`src/rsmfc_pkg.sv`:
```
package rsmfc_pkg;

   ////////////////////////////////////////////////////////////////////////////
   // Sizes
   localparam int unsigned RAILS = 8;
   localparam int unsigned SLOT_W = 3;
   localparam int unsigned TMR_W = 14;

   ////////////////////////////////////////////////////////////////////////////
   // Timing
   localparam int unsigned CLK_PERIOD_NS = 40;
   localparam int unsigned SLOT_US = 625;
   localparam int unsigned SLOT_CYC = (SLOT_US * 1000) / CLK_PERIOD_NS;

   ////////////////////////////////////////////////////////////////////////////
   // Slot positions, element [0] is rail 1, position 0 means never touched
   typedef logic [RAILS-1:0][SLOT_W-1:0] rsmfc_pos_type;
   localparam rsmfc_pos_type POS_UP = {3'h2, 3'h1, 3'h4, 3'h3, 3'h2, 3'h2, 3'h1, 3'h1};
   localparam rsmfc_pos_type POS_DOWN = {3'h3, 3'h1, 3'h1, 3'h2, 3'h3, 3'h3, 3'h1, 3'h4};
   localparam rsmfc_pos_type POS_EXIT = {3'h3, 3'h1, 3'h2, 3'h0, 3'h0, 3'h3, 3'h1, 3'h0};
   localparam rsmfc_pos_type POS_ENTRY = {3'h2, 3'h3, 3'h1, 3'h0, 3'h0, 3'h2, 3'h3, 3'h0};
   localparam logic [SLOT_W-1:0] SLOT_FIRST = 3'h1;
   localparam logic [SLOT_W-1:0] SLOT_LAST_PWR = 3'h4;
   localparam logic [SLOT_W-1:0] SLOT_LAST_SLP = 3'h3;

   ////////////////////////////////////////////////////////////////////////////
   // Fault flag layout of the first flag byte
   localparam int unsigned FLG_EXT_RST = 0;
   localparam int unsigned FLG_EMERG = 1;
   localparam int unsigned FLG_SEQ = 2;
   localparam logic [7:0] FLAGS_RST = 8'h00;

   ////////////////////////////////////////////////////////////////////////////
   // Types
   typedef enum logic [2:0] {
      ST_OFF = 3'h0,
      ST_UP = 3'h1,
      ST_ACTIVE = 3'h2,
      ST_DOWN = 3'h3,
      ST_SLP_IN = 3'h4,
      ST_SLEEP = 3'h5,
      ST_SLP_OUT = 3'h6
   } rsmfc_state_type;

   typedef struct packed {
      logic run;
      logic sleep_n;
      logic emerg_n;
   } rsmfc_ctrl_type;

endpackage : rsmfc_pkg

```
`src/rsmfc_ctrl.sv`:
```
// What this block does
// A sampled-high run request moves the block to active and runs the power-up sequence.
// A sampled-low run request moves the block to shutdown and runs the power-down sequence.
// A low sleep input runs the sleep-entry sequence and then enters sleep.
// A sleep input back high runs the sleep-exit sequence and leaves sleep.
// A low emergency power-down input starts the power-down sequence.
// An outside party pulling the system reset line low is a fault and raises the interrupt.
// The active-low interrupt is asserted whenever any fault is recorded.
// Each detected fault is recorded in flag registers the host can read.
// A flag clears only when a one is written to it; a zero leaves it alone.
// A flag stays set after its cause goes away until the host clears it.
// Power-up slots are rails 1,2,7 in 1; rails 3,4,8 in 2; rail 5 in 3; rail 6 in 4.
// Power-down slots are rails 2,6,7 in 1; rail 5 in 2; rails 3,4,8 in 3; rail 1 in 4.
// Sleep-exit slots are rails 2,7 in 1; rail 6 in 2; rails 3,8 in 3; rails 1,4,5 untouched.
// Sleep-entry slots are rail 6 in 1; rails 3,8 in 2; rails 2,7 in 3; rails 1,4,5 untouched.
// Consecutive slots are 625 us apart.
// Rails of one slot change together and slots are walked in ascending order.
// Run, sleep and emergency inputs pass two flip-flops before they steer the state.
module rsmfc_ctrl #(
   parameter int unsigned SLOT_CYCLES = rsmfc_pkg::SLOT_CYC
) (
   // Clock and reset
   input wire logic ref_clk,
   input wire logic rst_n,
   // Mode pins
   input wire logic run_request_in,
   input wire logic sleep_n_in,
   input wire logic emergency_powerdown_n,
   // Rail enables, bit 0 is rail_enable_1
   output logic [rsmfc_pkg::RAILS-1:0] rail_enable,
   input wire logic [rsmfc_pkg::RAILS-1:0] rail_pgood,
   // Open-drain system reset line
   input wire logic system_reset_n_in,
   output logic system_reset_n_out,
   output logic system_reset_n_oe,
   // Open-drain interrupt line
   output logic fault_irq_n_out,
   output logic fault_irq_n_oe,
   // Fault flags with write-one-to-clear strobes
   output logic [7:0] fault_flags_first,
   output logic [7:0] fault_flags_second,
   input wire logic [7:0] clear_flags_first,
   input wire logic [7:0] clear_flags_second
);

   ////////////////////////////////////////////////////////////////////////////
   // Reset release
   logic rst_meta_q;
   logic rst_sync_n;

   always_ff @(posedge ref_clk or negedge rst_n) begin
      if (!rst_n) begin
         rst_meta_q <= 1'b0;
         rst_sync_n <= 1'b0;
      end else begin
         rst_meta_q <= 1'b1;
         rst_sync_n <= rst_meta_q;
      end
   end

   ////////////////////////////////////////////////////////////////////////////
   // Input synchronisers
   rsmfc_pkg::rsmfc_ctrl_type ctl_meta_q;
   rsmfc_pkg::rsmfc_ctrl_type ctl_q;

   always_ff @(posedge ref_clk or negedge rst_sync_n) begin
      if (!rst_sync_n) begin
         ctl_meta_q <= '{run: 1'b0, sleep_n: 1'b1, emerg_n: 1'b1};
         ctl_q <= '{run: 1'b0, sleep_n: 1'b1, emerg_n: 1'b1};
      end else begin
         ctl_meta_q <= '{run: run_request_in, sleep_n: sleep_n_in,
                         emerg_n: emergency_powerdown_n};
         ctl_q <= ctl_meta_q;
      end
   end

   ////////////////////////////////////////////////////////////////////////////
   // State, slot and slot timer
   rsmfc_pkg::rsmfc_state_type state_q;
   rsmfc_pkg::rsmfc_state_type state_d;
   logic [rsmfc_pkg::SLOT_W-1:0] slot_q;
   logic [rsmfc_pkg::TMR_W-1:0] tmr_q;
   logic [rsmfc_pkg::RAILS-1:0] en_q;
   logic [rsmfc_pkg::RAILS-1:0] en_d;

   wire logic in_up = (state_q == rsmfc_pkg::ST_UP);
   wire logic in_down = (state_q == rsmfc_pkg::ST_DOWN);
   wire logic in_entry = (state_q == rsmfc_pkg::ST_SLP_IN);
   wire logic in_exit = (state_q == rsmfc_pkg::ST_SLP_OUT);
   wire logic in_seq = in_up | in_down | in_entry | in_exit;
   wire logic turn_on = in_up | in_exit;
   wire logic slot_end = (tmr_q == rsmfc_pkg::TMR_W'(SLOT_CYCLES - 1));
   wire logic [rsmfc_pkg::SLOT_W-1:0] last_slot =
      (in_entry | in_exit) ? rsmfc_pkg::SLOT_LAST_SLP : rsmfc_pkg::SLOT_LAST_PWR;
   wire logic seq_done = in_seq & slot_end & (slot_q == last_slot);
   wire logic want_down = !ctl_q.run | !ctl_q.emerg_n;
   wire rsmfc_pkg::rsmfc_pos_type pos_sel =
      in_up ? rsmfc_pkg::POS_UP :
      in_down ? rsmfc_pkg::POS_DOWN :
      in_exit ? rsmfc_pkg::POS_EXIT :
      rsmfc_pkg::POS_ENTRY;
   logic [rsmfc_pkg::RAILS-1:0] hit;

   // Every rail whose position matches the current slot moves in one edge
   for (genvar i = 0; i < rsmfc_pkg::RAILS; i++) begin : g_rail
      assign hit[i] = in_seq & (pos_sel[i] == slot_q);
      assign en_d[i] = hit[i] ? turn_on : en_q[i];
   end

   always_comb begin
      state_d = state_q;
      case (state_q)
         rsmfc_pkg::ST_OFF: begin
            if (ctl_q.run && ctl_q.emerg_n) begin
               state_d = rsmfc_pkg::ST_UP;
            end
         end
         rsmfc_pkg::ST_UP, rsmfc_pkg::ST_SLP_OUT: begin
            if (want_down) begin
               state_d = rsmfc_pkg::ST_DOWN; // see R2
            end else if (seq_done) begin
               state_d = rsmfc_pkg::ST_ACTIVE; // see R1
            end
         end
         rsmfc_pkg::ST_ACTIVE: begin
            if (want_down) begin
               state_d = rsmfc_pkg::ST_DOWN; // see R2
            end else if (!ctl_q.sleep_n) begin
               state_d = rsmfc_pkg::ST_SLP_IN;
            end
         end
         rsmfc_pkg::ST_SLP_IN: begin
            if (want_down) begin
               state_d = rsmfc_pkg::ST_DOWN;
            end else if (seq_done) begin
               state_d = rsmfc_pkg::ST_SLEEP;
            end
         end
         rsmfc_pkg::ST_SLEEP: begin
            if (want_down) begin
               state_d = rsmfc_pkg::ST_DOWN;
            end else if (ctl_q.sleep_n) begin
               state_d = rsmfc_pkg::ST_SLP_OUT;
            end
         end
         rsmfc_pkg::ST_DOWN: begin
            // A run request in mid power-down waits for the sequence to finish
            if (seq_done) begin
               state_d = rsmfc_pkg::ST_OFF;
            end
         end
         default: begin
            state_d = rsmfc_pkg::ST_DOWN;
         end
      endcase
   end

   // Any change of state restarts at slot 1 with a fresh 625 us timer
   always_ff @(posedge ref_clk or negedge rst_sync_n) begin
      if (!rst_sync_n) begin
         state_q <= rsmfc_pkg::ST_OFF;
         slot_q <= rsmfc_pkg::SLOT_FIRST;
         tmr_q <= '0;
         en_q <= '0;
      end else begin
         state_q <= state_d;
         en_q <= en_d;
         if (state_d != state_q || !in_seq || slot_end) begin
            tmr_q <= '0;
         end else begin
            tmr_q <= tmr_q + 1'b1;
         end
         if (state_d != state_q || !in_seq) begin
            slot_q <= rsmfc_pkg::SLOT_FIRST;
         end else if (slot_end) begin
            slot_q <= slot_q + 1'b1; // see R15
         end
      end
   end

   ////////////////////////////////////////////////////////////////////////////
   // Fault detection and flags
   logic rst_drv_q;
   logic rst_drv_prev_q;
   logic emerg_prev_q;
   logic [7:0] flg1_q;
   logic [7:0] flg2_q;
   logic irq_q;

   // The line is checked only when we have not driven it for two cycles,
   // so our own release through the pull-up is not taken as a fault
   wire logic ext_rst = !system_reset_n_in & !rst_drv_q & !rst_drv_prev_q;
   wire logic emerg_fall = emerg_prev_q & !ctl_q.emerg_n;
   wire logic pg_check = seq_done & turn_on;
   wire logic [7:0] pg_miss = pg_check ? (en_d & ~rail_pgood) : 8'h00;
   wire logic [7:0] set1 = {5'h00, |pg_miss, emerg_fall, ext_rst};
   // Set wins over a clear in the same cycle
   wire logic [7:0] flg1_d = (flg1_q & ~clear_flags_first) | set1; // see R9
   wire logic [7:0] flg2_d = (flg2_q & ~clear_flags_second) | pg_miss; // see R9
   wire logic drv_d = (state_d == rsmfc_pkg::ST_OFF) || (state_d == rsmfc_pkg::ST_UP) ||
                      (state_d == rsmfc_pkg::ST_DOWN);

   always_ff @(posedge ref_clk or negedge rst_sync_n) begin
      if (!rst_sync_n) begin
         rst_drv_q <= 1'b1;
         rst_drv_prev_q <= 1'b1;
         emerg_prev_q <= 1'b1;
         flg1_q <= rsmfc_pkg::FLAGS_RST;
         flg2_q <= rsmfc_pkg::FLAGS_RST;
         irq_q <= 1'b0;
      end else begin
         rst_drv_q <= drv_d;
         rst_drv_prev_q <= rst_drv_q;
         emerg_prev_q <= ctl_q.emerg_n;
         flg1_q <= flg1_d;
         flg2_q <= flg2_d;
         irq_q <= |{flg1_d, flg2_d};
      end
   end

   assign rail_enable = en_q;
   assign system_reset_n_out = 1'b0;
   assign system_reset_n_oe = rst_drv_q;
   assign fault_irq_n_out = 1'b0;
   assign fault_irq_n_oe = irq_q;
   assign fault_flags_first = flg1_q;
   assign fault_flags_second = flg2_q;

   ////////////////////////////////////////////////////////////////////////////
   // Checks
   property p_run_up;
      @(posedge ref_clk) disable iff (!rst_sync_n)
      state_q == rsmfc_pkg::ST_OFF && ctl_q.run && ctl_q.emerg_n |=> in_up;
   endproperty
   a_run_up: assert property (p_run_up) else $error("run request ignored");

   property p_run_down;
      @(posedge ref_clk) disable iff (!rst_sync_n)
      state_q == rsmfc_pkg::ST_ACTIVE && !ctl_q.run |=> in_down;
   endproperty
   a_run_down: assert property (p_run_down) else $error("no power-down");

   property p_sleep_in;
      @(posedge ref_clk) disable iff (!rst_sync_n)
      state_q == rsmfc_pkg::ST_ACTIVE && !want_down && !ctl_q.sleep_n |=>
         in_entry ##1 (in_entry || in_down);
   endproperty
   a_sleep_in: assert property (p_sleep_in) else $error("no sleep entry");

   property p_sleep_out;
      @(posedge ref_clk) disable iff (!rst_sync_n)
      state_q == rsmfc_pkg::ST_SLEEP && !want_down && ctl_q.sleep_n |=> in_exit;
   endproperty
   a_sleep_out: assert property (p_sleep_out) else $error("no sleep exit");

   property p_emerg;
      @(posedge ref_clk) disable iff (!rst_sync_n)
      !ctl_q.emerg_n && state_q != rsmfc_pkg::ST_OFF && !(in_down && seq_done) |=> in_down;
   endproperty
   a_emerg: assert property (p_emerg) else $error("emergency ignored");

   property p_ext_rst;
      @(posedge ref_clk) disable iff (!rst_sync_n)
      !system_reset_n_in && !rst_drv_q && !rst_drv_prev_q |=> flg1_q[0] && fault_irq_n_oe;
   endproperty
   a_ext_rst: assert property (p_ext_rst) else $error("reset fault lost");

   property p_irq;
      @(posedge ref_clk) disable iff (!rst_sync_n)
      $rose(|{flg1_q, flg2_q}) |-> fault_irq_n_oe;
   endproperty
   a_irq: assert property (p_irq) else $error("irq missing");

   property p_w1c;
      @(posedge ref_clk) disable iff (!rst_sync_n)
      flg2_q[4] && !clear_flags_second[4] |=> flg2_q[4];
   endproperty
   a_w1c: assert property (p_w1c) else $error("flag lost"); // see R9

   property p_clear;
      @(posedge ref_clk) disable iff (!rst_sync_n)
      clear_flags_first[1] && !emerg_fall |=> !flg1_q[1];
   endproperty
   a_clear: assert property (p_clear) else $error("flag not cleared");

   property p_up_slot1;
      @(posedge ref_clk) disable iff (!rst_sync_n)
      in_up && slot_q == 3'h1 && !want_down |=> en_q[0] && en_q[1] && en_q[6] && !en_q[5];
   endproperty
   a_up_slot1: assert property (p_up_slot1) else $error("up slot 1 wrong");

   property p_down_slot1;
      @(posedge ref_clk) disable iff (!rst_sync_n)
      in_down && slot_q == 3'h1 |=> !en_q[1] && !en_q[5] && !en_q[6];
   endproperty
   a_down_slot1: assert property (p_down_slot1) else $error("down slot 1 wrong");

   property p_slot_step;
      @(posedge ref_clk) disable iff (!rst_sync_n)
      in_seq && slot_end && !seq_done && state_d == state_q |=>
         slot_q == $past(slot_q) + 3'h1 && tmr_q == '0;
   endproperty
   a_slot_step: assert property (p_slot_step) else $error("slot step wrong");

   property p_slp_keep;
      @(posedge ref_clk) disable iff (!rst_sync_n)
      (in_entry || in_exit) |=> en_q[0] == $past(en_q[0]) && en_q[4] == $past(en_q[4]);
   endproperty
   a_slp_keep: assert property (p_slp_keep) else $error("unsequenced rail moved"); // see R13

endmodule // rsmfc_ctrl

```
`config.mk`:
```
export PLATFORM = sky130hd
export DESIGN_NAME = rsmfc_ctrl
export DESIGN_NICKNAME = d
export VERILOG_FILES = /design/src/rsmfc_pkg.sv /design/src/rsmfc_ctrl.sv
export SDC_FILE = /design/constraint.sdc
export NUM_CORES = 1
export LEC_CHECK = 0
export BUFFER_PORTS_ARGS = -buffer_cell sky130_fd_sc_hd__buf_2
export CAP_MARGIN = 15
export CORE_ASPECT_RATIO = 0.8
export CORE_UTILIZATION = 36
export CTS_CLUSTER_SIZE = 8
export DETAILED_ROUTE_END_ITERATION = 8
export SYNTH_ARGS = -nofsm -noshare
export SYNTH_HDL_FRONTEND = slang
export SYNTH_SLANG_ARGS = --single-unit
```
`constraint.sdc`:
```
create_clock -name ref_clk -period 2.4 [get_ports ref_clk]
set_clock_uncertainty 0.15 [all_clocks]
set_input_delay 0.24 -clock ref_clk [delete_from_list [all_inputs] [get_ports ref_clk]]
set_output_delay 0.24 -clock ref_clk [all_outputs]
set_load 0.02 [all_outputs]
```
-- Word-level counts from Yosys, hierarchy flattened
Index checks and enable logic that the tools add are counted.
- mux-type cells: 27
- reduce and logical (&&, ||, !) cells: 17
- bitwise gates (word level): 28
- equality and inequality tests: 19
- add/sub/neg operators: 2
- operator list (kind ; count):
    22-bit 2-to-1 mux ; 3
    3-bit 2-to-1 mux ; 13
    8-bit AND ; 3
    3-bit equality test ; 8
    8-bit inverter ; 3
    3-bit one-hot mux with 6 select lines ; 1
    16-bit OR reduction ; 1
    14-bit by 1-bit adder with 14-bit output, second input constant ; 1
    1-bit AND ; 14
    14-bit equality test, second input constant ; 1
    14-bit 2-to-1 mux ; 1
    3-bit by 2-bit equality test with 1-bit output, second input constant ; 3
    3-bit equality test, second input constant ; 3
    1-bit 2-to-1 mux ; 8
    8-bit 2-to-1 mux ; 1
    8-bit by 3-bit OR with 8-bit output ; 1
    8-bit OR ; 1
    8-bit OR reduction ; 1
    3-bit by 1-bit equality test with 1-bit output, second input constant ; 2
    1-bit zero test ; 6
    3-bit zero test ; 2
    1-bit OR ; 6
    1-bit logical OR ; 4
    3-bit by 1-bit adder with 3-bit output, second input constant ; 1
    other kinds (5) ; 5
- register bits after elaboration: 56
- logic and storage cells: 111
- output and inout bits: 28

-- Logic depth before layout (Yosys ltp)
Gate-level depths: netlist of the first run.
- depth after elaboration: 13
- mapped depth: 10
- depth with buffers taken out: 9

-- Least setup slack after synthesis of the first run
No wires, ideal clock.
- kind: register to register
- start point: register tmr_q[4] (netlist name)
- end point: register flg2_q[5] (netlist: fault_flags_second[5])
- period minus slack after synthesis: 2453 ps
- required time: 2184 ps
- data arrival time: 2237 ps
- cell stages (with the launch flop): 8
- library setup time: 66 ps
- setup slack: -53 ps
- cell sequence: dfrtp_1 or4b_4 nor4_4 o21ai_2 nand2b_4 buf_6 or3_1 nand2_1
- longest elaborated chain between the ends: 6
- ends and longest elaborated chain (element ; RTL line ; source):
    start, declared ; rsmfc_ctrl.sv:82 ; logic [rsmfc_pkg::TMR_W-1:0] tmr_q;
    start signal, assigned ; rsmfc_ctrl.sv:171 ; tmr_q <= tmr_q + 1'b1;
    14-bit equality test ; rsmfc_ctrl.sv:92 ; wire logic slot_end = (tmr_q == rsmfc_pkg::TMR_W'(SLOT_CYCLES - 1));
    1-bit AND (2 in series) ; rsmfc_ctrl.sv:95 ; wire logic seq_done = in_seq & slot_end & (slot_q == last_slot);
    1-bit AND ; rsmfc_ctrl.sv:194 ; wire logic pg_check = seq_done & turn_on;
    8-bit 2-to-1 mux ; rsmfc_ctrl.sv:195 ; wire logic [7:0] pg_miss = pg_check ? (en_d & ~rail_pgood) : 8'h00;
    8-bit OR ; rsmfc_ctrl.sv:199 ; wire logic [7:0] flg2_d = (flg2_q & ~clear_flags_second) | pg_miss;
    via flg2_d[5] ; rsmfc_ctrl.sv:199 ;
    end signal, assigned ; rsmfc_ctrl.sv:209 ; flg2_q <= rsmfc_pkg::FLAGS_RST;
    end signal, assigned ; rsmfc_ctrl.sv:216 ; flg2_q <= flg2_d;
    end, declared ; rsmfc_ctrl.sv:187 ; logic [7:0] flg2_q;
The timed path passes the listed nets, and every way through them passes these cells.
A chain may end at the register's enable or synchronous reset.

-- Worst setup path after layout of the first run
- start point: register tmr_q[4] (netlist name)
- end point: register rst_drv_q (netlist: system_reset_n_oe)
- longest elaborated chain between the ends: 9
- ends and longest elaborated chain (element ; RTL line ; source):
    14-bit equality test (*) ; rsmfc_ctrl.sv:92 ;
    1-bit AND (*) (2 in series) ; rsmfc_ctrl.sv:95 ;
    3-bit 2-to-1 mux (on tied branches) ; rsmfc_ctrl.sv:135, rsmfc_ctrl.sv:121 ;
    3-bit 2-to-1 mux (on tied branches) ; rsmfc_ctrl.sv:133, rsmfc_ctrl.sv:119 ;
    3-bit one-hot mux with 6 select lines (*) ; rsmfc_ctrl.sv:112 ; case (state_q)
    3-bit by 1-bit equality test with 1-bit output or 3-bit zero test (tied branches) ; rsmfc_ctrl.sv:200 ; wire logic drv_d = (state_d == rsmfc_pkg::ST_OFF) || (state_d == rsmfc_pkg::ST_UP) ||
    1-bit logical OR ; rsmfc_ctrl.sv:200 ;
    1-bit logical OR (*) ; rsmfc_ctrl.sv:200 ;
    via drv_d ; rsmfc_ctrl.sv:200 ;
    end signal, assigned ; rsmfc_ctrl.sv:212 ; rst_drv_q <= drv_d;
    end, declared ; rsmfc_ctrl.sv:183 ; logic rst_drv_q;
The timed path passes the listed nets; every way through them passes the cells marked *.

==> results.md, run 1 <==
- Total global-route track usage: 0.1583
- VDD IR max: 233.3 uV
- Slew @ Worst Pin: 0.6891 ns
- Layout Cells excl Fill: 476
- TritonCTS Sinks: 56
- Fmax: 438.0 MHz
- Slew Limit Headroom: 0.5406
- Hold depth: 3
- Reg2reg end: system_reset_n_oe
- Final clock period utilization by the worst path: 0.9513
- Largest net degree at the start of global routing: 55
- Initial Util: 0.3702
- Total number of vias: between 2000 and 2500
- Synth Register Bits: 56
- Routability cong.: 0.8294
- CP max stage delay: 0.55 ns
- Leakage: about 1.8 nW
- HP Class: in2reg
- CTS root buffer: clkbuf_8
- Area contributors post-synth: dfrtp_1 (44%), dfstp_2 (7.7%), nor2_1 (5.6%)
- Htree depth: 2
- Final setup violation count: 0
- IO Pins: 58
- Synth Area in Compound Gates: 0.1399
- Setup ws final: 0.1169 ns
- Row count: 28
- Routed Antenna Nets: 0
- HPWL Detailed: 4408 um
- Final Util: 0.4832
- Hold wc startpoint: clear_flags_second[6]
- Die Wd: 99.48 um
- Critical setup path kind: reg2reg
- Mux cell area share after synthesis: 0.004115
- Ant diodes: 0
- CTS tree: yes
- Asr flop ratio synth: 1.000
- Routed wire length: 6104 um
- Cell variety after synth: 57
- Worst Path Arrival: 2.39 ns
- Average wire per standard cell: around 13 um
- Simple-gate share of the synthesized area: 0.2158
- Area Overhead vs Synth: 30.54%
- Port Buffers: 55
- Placed cell count: 447
- Worst-case clock buffer depth: 2
- CP max FO: 4
- Hold EP: fault_flags_second[6]
- Largest family of logic cells by synthesized area: simple AND/OR/NAND/NOR gates
- Setup slack, reg-to-reg: 0.12 ns
- Post-synth top flop: dfrtp_1
- Detailed-router iteration count before antenna repair: 4
- Cell area after synthesis: roughly 0.0027 mm^2
- Min cycle time layout: 2.283 ns
- Worst skew pair latency: around 0.32 ns
- Number of antenna violations at the first check in global routing: 0
- Initial drt markers: 95
- Worst Reg-to-Reg Cells: 8
- Core area: 0.007392 mm^2
- Most frequent cell after synthesis: dfrtp_1
- R2R Path Start: tmr_q[4]
- Setup WS pre-CTS: a little under 0.1 ns
- Register area share after synthesis: 0.5158
- Filler instances: 714
- CTS Buf Count: 5
- Die height: 79.98 um
- Post-synthesis xor/xnor area fraction: 0.05441
- Final count of hold timing violations: 0
- Max-cap violations: 0
- Kind of start point of the critical path: flop
- Clk slew on worst S/H paths: 0.10 ns
- First-pass GRT wire length: 9791 um
- Adder-Cell Fraction of Synth Area: 0.01372
- EDFF count, synth: 0
- Mean Syn Cell Area: approximately 10 um^2
- Worst path required time: around 2.5 ns
- Final net count: 403
- Worst path cell trace: or4b_4 -> nor4_4 -> o21ai_2 -> buf_4 -> a22oi_1 -> nor2_1 -> a21oi_2 -> a2bb2oi_1
- Number of global-route vias before repair: 2070
- Finished Cell Area: between 0.003 and 0.004 mm^2
- Fraction of layout cells with a size suffix above 1: 0.3019
- Area fraction of the dominant cell type after synthesis: 0.4390
- Yosys warning total: 0
- Total gr overflow: 0
- Vias per inst: roughly 4.8
- CP Capture Type: flop
- Die ar.: 0.007956 mm^2
- Placement Cell Area: 0.003253 mm^2
- Status: complete, no violations
- Fin. max-slew vios: 0
- DRC: 0
- Worst path slowest cell: or4b_4
- Synth Instances: 277
- Synth cell count leaders: dfrtp_1 (48), nor2_1 (41), inv_1 (22)
- PnR Total Power: 0.001924 W
- Post-synthesis cell type with the largest combined area: dfrtp_1
- Power per Cell Area: around 540 mW/mm^2
-- worst max-delay path, delay by kind of cell (launching register included) --
kind / cells / cell delay [ns]
buffers and inverters: 1 / 0.16
and+or+nand+nor: 3 / 0.90
DFF: 1 / 0.41
AOI/OAI and AO/OA: 4 / 0.59
-- power breakdown --
group,internal (W),total [W],leakage (nW),switching (W)
Combinational,0.000159,0.000302,1.02,0.000143
Clock,0.000215,0.000544,0.0463,0.000329
Sequential,0.00102,0.00108,0.709,0.0000601
Total,0.00139,0.00192,1.78,0.000532
-- layout make-up --
cell class	instances	area [um^2]	area share
Multi-Input combinational cell	187	1202	0.3366
Clock inverter	3	27.53	0.007706
Sequential cell	56	1416	0.3965
Tap cell	105	131.4	0.03678
Timing Repair Buffer	98	643.1	0.1800
Clock buffer	5	68.82	0.01926
Inverter	22	82.58	0.02312
-- flip-flops by register name (all words and copies together) (netlist names) --
name and count:
rst_meta_q 1, tmr_q 14, rst_drv_prev_q 1, system_reset_n_oe 1, fault_irq_n_oe 1, rst_sync_n 1
rail_enable 8, slot_q 3, fault_flags_second 8, ctl_q 3, emerg_prev_q 1, fault_flags_first 8
state_q 3, ctl_meta_q 3
-- per-layer routing --
layer | global-route usage | vias to the layer above | wire length, um
met2 | 0.2417 | 48 | 2754
met3 | 0.02627 | 8 | 200
li1 | - | 1137 | -
met4 | 0.04412 | 0 | 59
met5 | 0 | - | 0
met1 | 0.2310 | 1086 | 3090
-- per-stage QoR --
step                      TNS [ns]  hold slack [ns]
after floorplan           -0.01978          -0.2056
after detailed placement         0          -0.1209
after global routing      -0.07165          0.03191
after global placement           0          -0.1234
final                            0          0.02588
after CTS                        0        0.0008279
-- worst max-delay path by stage --
stage                     slack (ns)                    end       from  cells past startpoint
after floorplan                -0.01  fault_flags_second[5]   tmr_q[9]                      7
after global placement          0.16      system_reset_n_oe   tmr_q[7]                      8
after detailed placement         0.1      system_reset_n_oe   tmr_q[7]                      8
after CTS                       0.07      system_reset_n_oe   tmr_q[7]                      8
after global routing           -0.05         fault_irq_n_oe  slot_q[0]                      7
final                           0.12      system_reset_n_oe   tmr_q[4]                      8
-- cell families after synthesis --
| family | after synthesis |
|---|---|
| AOI/OAI and AO/OA | 54 |
| xor gates and xnor gates | 17 |
| adders and majority gates | 3 |
| buffers and inverters | 35 |
| DFF | 56 |
| muxes | 1 |
| other | 2 |
| and+or+nand+nor | 109 |
-- layout by cell type (no fill, tap or decap), drive strengths merged, types with 5 or more instances in the layout --
master	n
xnor2	7
o21ai	7
xor2	10
nor2b	8
dlygate4sd3	18
nor2	41
nand2b	7
buf	80
and3	8
nand2	16
a21oi	12
o22ai	7
clkbuf	5
inv	23
dfrtp	48
dfstp	8
nand3	9
-- timing repair --
action | 4_1_cts | 5_1_grt
gates resized for setup | 0 | 6
hold buffers | 17 | 1
setup buffers | 0 | 3
endpoints found under the hold margin | 17 | 1
setup endpoints to repair | 0 | 3
(Power assumes the default switching activity.)
==> inputs of run 2 (changes only) <==
--- a/config.mk
+++ b/config.mk
@@ -11,6 +11,7 @@
 export CORE_UTILIZATION = 36
 export CTS_CLUSTER_SIZE = 8
 export DETAILED_ROUTE_END_ITERATION = 8
+export PLACE_DENSITY = 0.67
 export SYNTH_ARGS = -nofsm -noshare
 export SYNTH_HDL_FRONTEND = slang
 export SYNTH_SLANG_ARGS = --single-unit
==> results.md, run 2 (same netlist as run 1, synthesis figures left out) <==
- Status: complete, no violations
- Worst Path Arrival: 2.44 ns (+0.05 ns)
- CP Capture Type: flop
- Average wire per standard cell: 12.96 um (+1.0%)
- IO Pins: 58 (unchanged)
- Fraction of layout cells with a size suffix above 1: 0.2888 (-0.01306)
- Leakage: 1.782 nW (+0.27%)
- First-pass GRT wire length: 10020 um (+2.3%)
- Top reg by flops: tmr_q
- DRC: 0 (unchanged)
- Total gr overflow: 0 (unchanged)
- Row count: 28 (unchanged)
- Total global-route track usage: 0.1605 (+0.002173)
- Clk slew on worst S/H paths: 0.10 ns (about the same)
- Ant diodes: 0 (unchanged)
- Routed Antenna Nets: 0 (unchanged)
- Fin. max-slew vios: 0 (unchanged)
- Initial Util: 0.3702 (unchanged)
- PnR Total Power: 0.002002 W (+4.1%)
- Worst skew pair latency: 0.31 ns (about the same)
- CTS tree: yes
- Number of global-route vias before repair: 2127 (+2.8%)
- Hold Slack: 0.02975 ns (+0.003874 ns)
- Kind of start point of the critical path: flop
- Area Overhead vs Synth: 30.59% (about the same)
- Met2 Track Usage GR: 0.2417 (unchanged)
- Final net count: 399 (-0.99%)
- Final count of hold timing violations: 0 (unchanged)
- Final setup violation count: 0 (unchanged)
- CTS Buf Count: 5 (unchanged)
- Slew Limit Headroom: 0.6576 (+0.1170)
- Final clock period utilization by the worst path: 0.9726 (+0.02129)
- Placement Cell Area: 0.003228 mm^2 (-0.77%)
- Detailed-router iteration count before antenna repair: 4 (unchanged)
- Power per Cell Area: 560.3 mW/mm^2 (+4.0%)
- Htree depth: 2 (unchanged)
- Max-cap violations: 0 (unchanged)
- Min cycle time layout: 2.334 ns (+0.05111 ns)
- Port Buffers: 55 (unchanged)
- VDD IR max: 227.1 uV (-2.7%)
- Gr busiest metal: met2
- Slew @ Worst Pin: 0.5082 ns (-0.1809 ns)
- Die Wd: 99.48 um (unchanged)
- Routed wire length: 6116 um (+0.20%)
- HPWL Detailed: 4324 um (-1.9%)
- Worst-case clock buffer depth: 2 (unchanged)
- M3 GR Usage: 0.02715 (+0.0008757)
- Total number of vias: 2257 (-0.97%)
- Largest net degree at the start of global routing: 55 (unchanged)
- TritonCTS Sinks: 56 (unchanged)
- Number of antenna violations at the first check in global routing: 0 (unchanged)
- Initial drt markers: 102 (+7.4%)
- Vias per inst: 4.782 (-0.13%)
- Max reg flops: 14 (unchanged)
- Die height: 79.98 um (unchanged)
- Finished Cell Area: 0.003573 mm^2 (about the same)
- Met1 Resource Use GR: 0.2341 (+0.003029)
- Critical setup path kind: reg2reg
- Die ar.: 0.007956 mm^2 (unchanged)
- Fmax: 428.4 MHz (-2.2%)
- Core area: 0.007392 mm^2 (unchanged)
- Most frequent cells in the layout: buf_2 (55), dfrtp_1 (46), nor2_1 (41)
- Worst path required time: 2.51 ns (about the same)
- CTS root buffer: clkbuf_8
- HP Class: in2reg
- CP max FO: 3 (-1)
- Routability cong.: 0.7944 (-4.2%)
- Most common cell after layout, fill and taps aside: buf_2
==> run 2: power by group <==
| group | total [W] | switching, W | leakage [nW] | internal, W |
|---|---|---|---|---|
| sequential | 0.00107 | 0.0000539 | 0.711 | 0.00102 |
| combinational | 0.000300 | 0.000145 | 1.01 | 0.000155 |
| clock | 0.000631 | 0.000316 | 0.0583 | 0.000315 |
| total | 0.00200 | 0.000515 | 1.78 | 0.00149 |
==> run 2: per-layer routing <==
metal	wire (um)	part of all wire
met2	2735	0.45
met5	0	0
met4	63	0.010
met3	212	0.035
met1	3104	0.51
==> run 2: path summary, 6_finish.rpt <==
check / start / to / slack [ns] / depth (start not counted)
setup reg to reg: tmr_q[7] / system_reset_n_oe / 0.07 / 8
hold reg to reg: rst_sync_n / tmr_q[5] / 0.10 / 1
min in group asynchronous: rst_n / rst_sync_n / 0.08 / 2
hold / removal: clear_flags_second[6] / fault_flags_second[6] / 0.03 / 3
setup / recovery: tmr_q[7] / system_reset_n_oe / 0.07 / 8
max in group asynchronous: rst_sync_n / ctl_q[0] / 1.70 / 1
==> run 2: metrics by stage <==
stage	util	std cells	worst slack, ns	TNS [ns]
3_3_place_gp	0.4367	442	0.05092	0
3_5_place_dp	0.4367	442	-0.03666	-0.06204
5_1_grt	0.4834	472	-0.02075	-0.03150
4_1_cts	0.4775	469	0.04030	0
2_1_floorplan	-	278	-0.01420	-0.01978
6_report	0.4834	472	0.06575	0
==> run 2: cell type report <==
class / instances / area (um^2)
clock buffer: 5 / 68.82
clock inverter: 3 / 47.55
fill: 692 / 3819
inverter: 22 / 82.58
multi-input combinational: 187 / 1206
sequential: 56 / 1414
tap: 105 / 131.4
timing repair buffer: 94 / 623.1
==> run 2: timing repair <==
action | 4_1_cts | 5_1_grt
cloned | 0 | 0
buffers inserted | 2 | 3
setup endpoints to repair | 2 | 4
endpoints found under the hold margin | 16 | 0
pin swaps | 1 | 3
hold buffers | 17 | 0
resized for setup | 0 | 4
==> run 2: worst max-delay path: stages, from the launching register on <==
cell	delay, ns
dfrtp_1	0.41
or4b_4	0.53
nor4_4	0.33
buf_4	0.19
nand2_1	0.04
nand2_1	0.05
o21ai_1	0.08
a221o_1	0.36
a2bb2oi_2	0.14
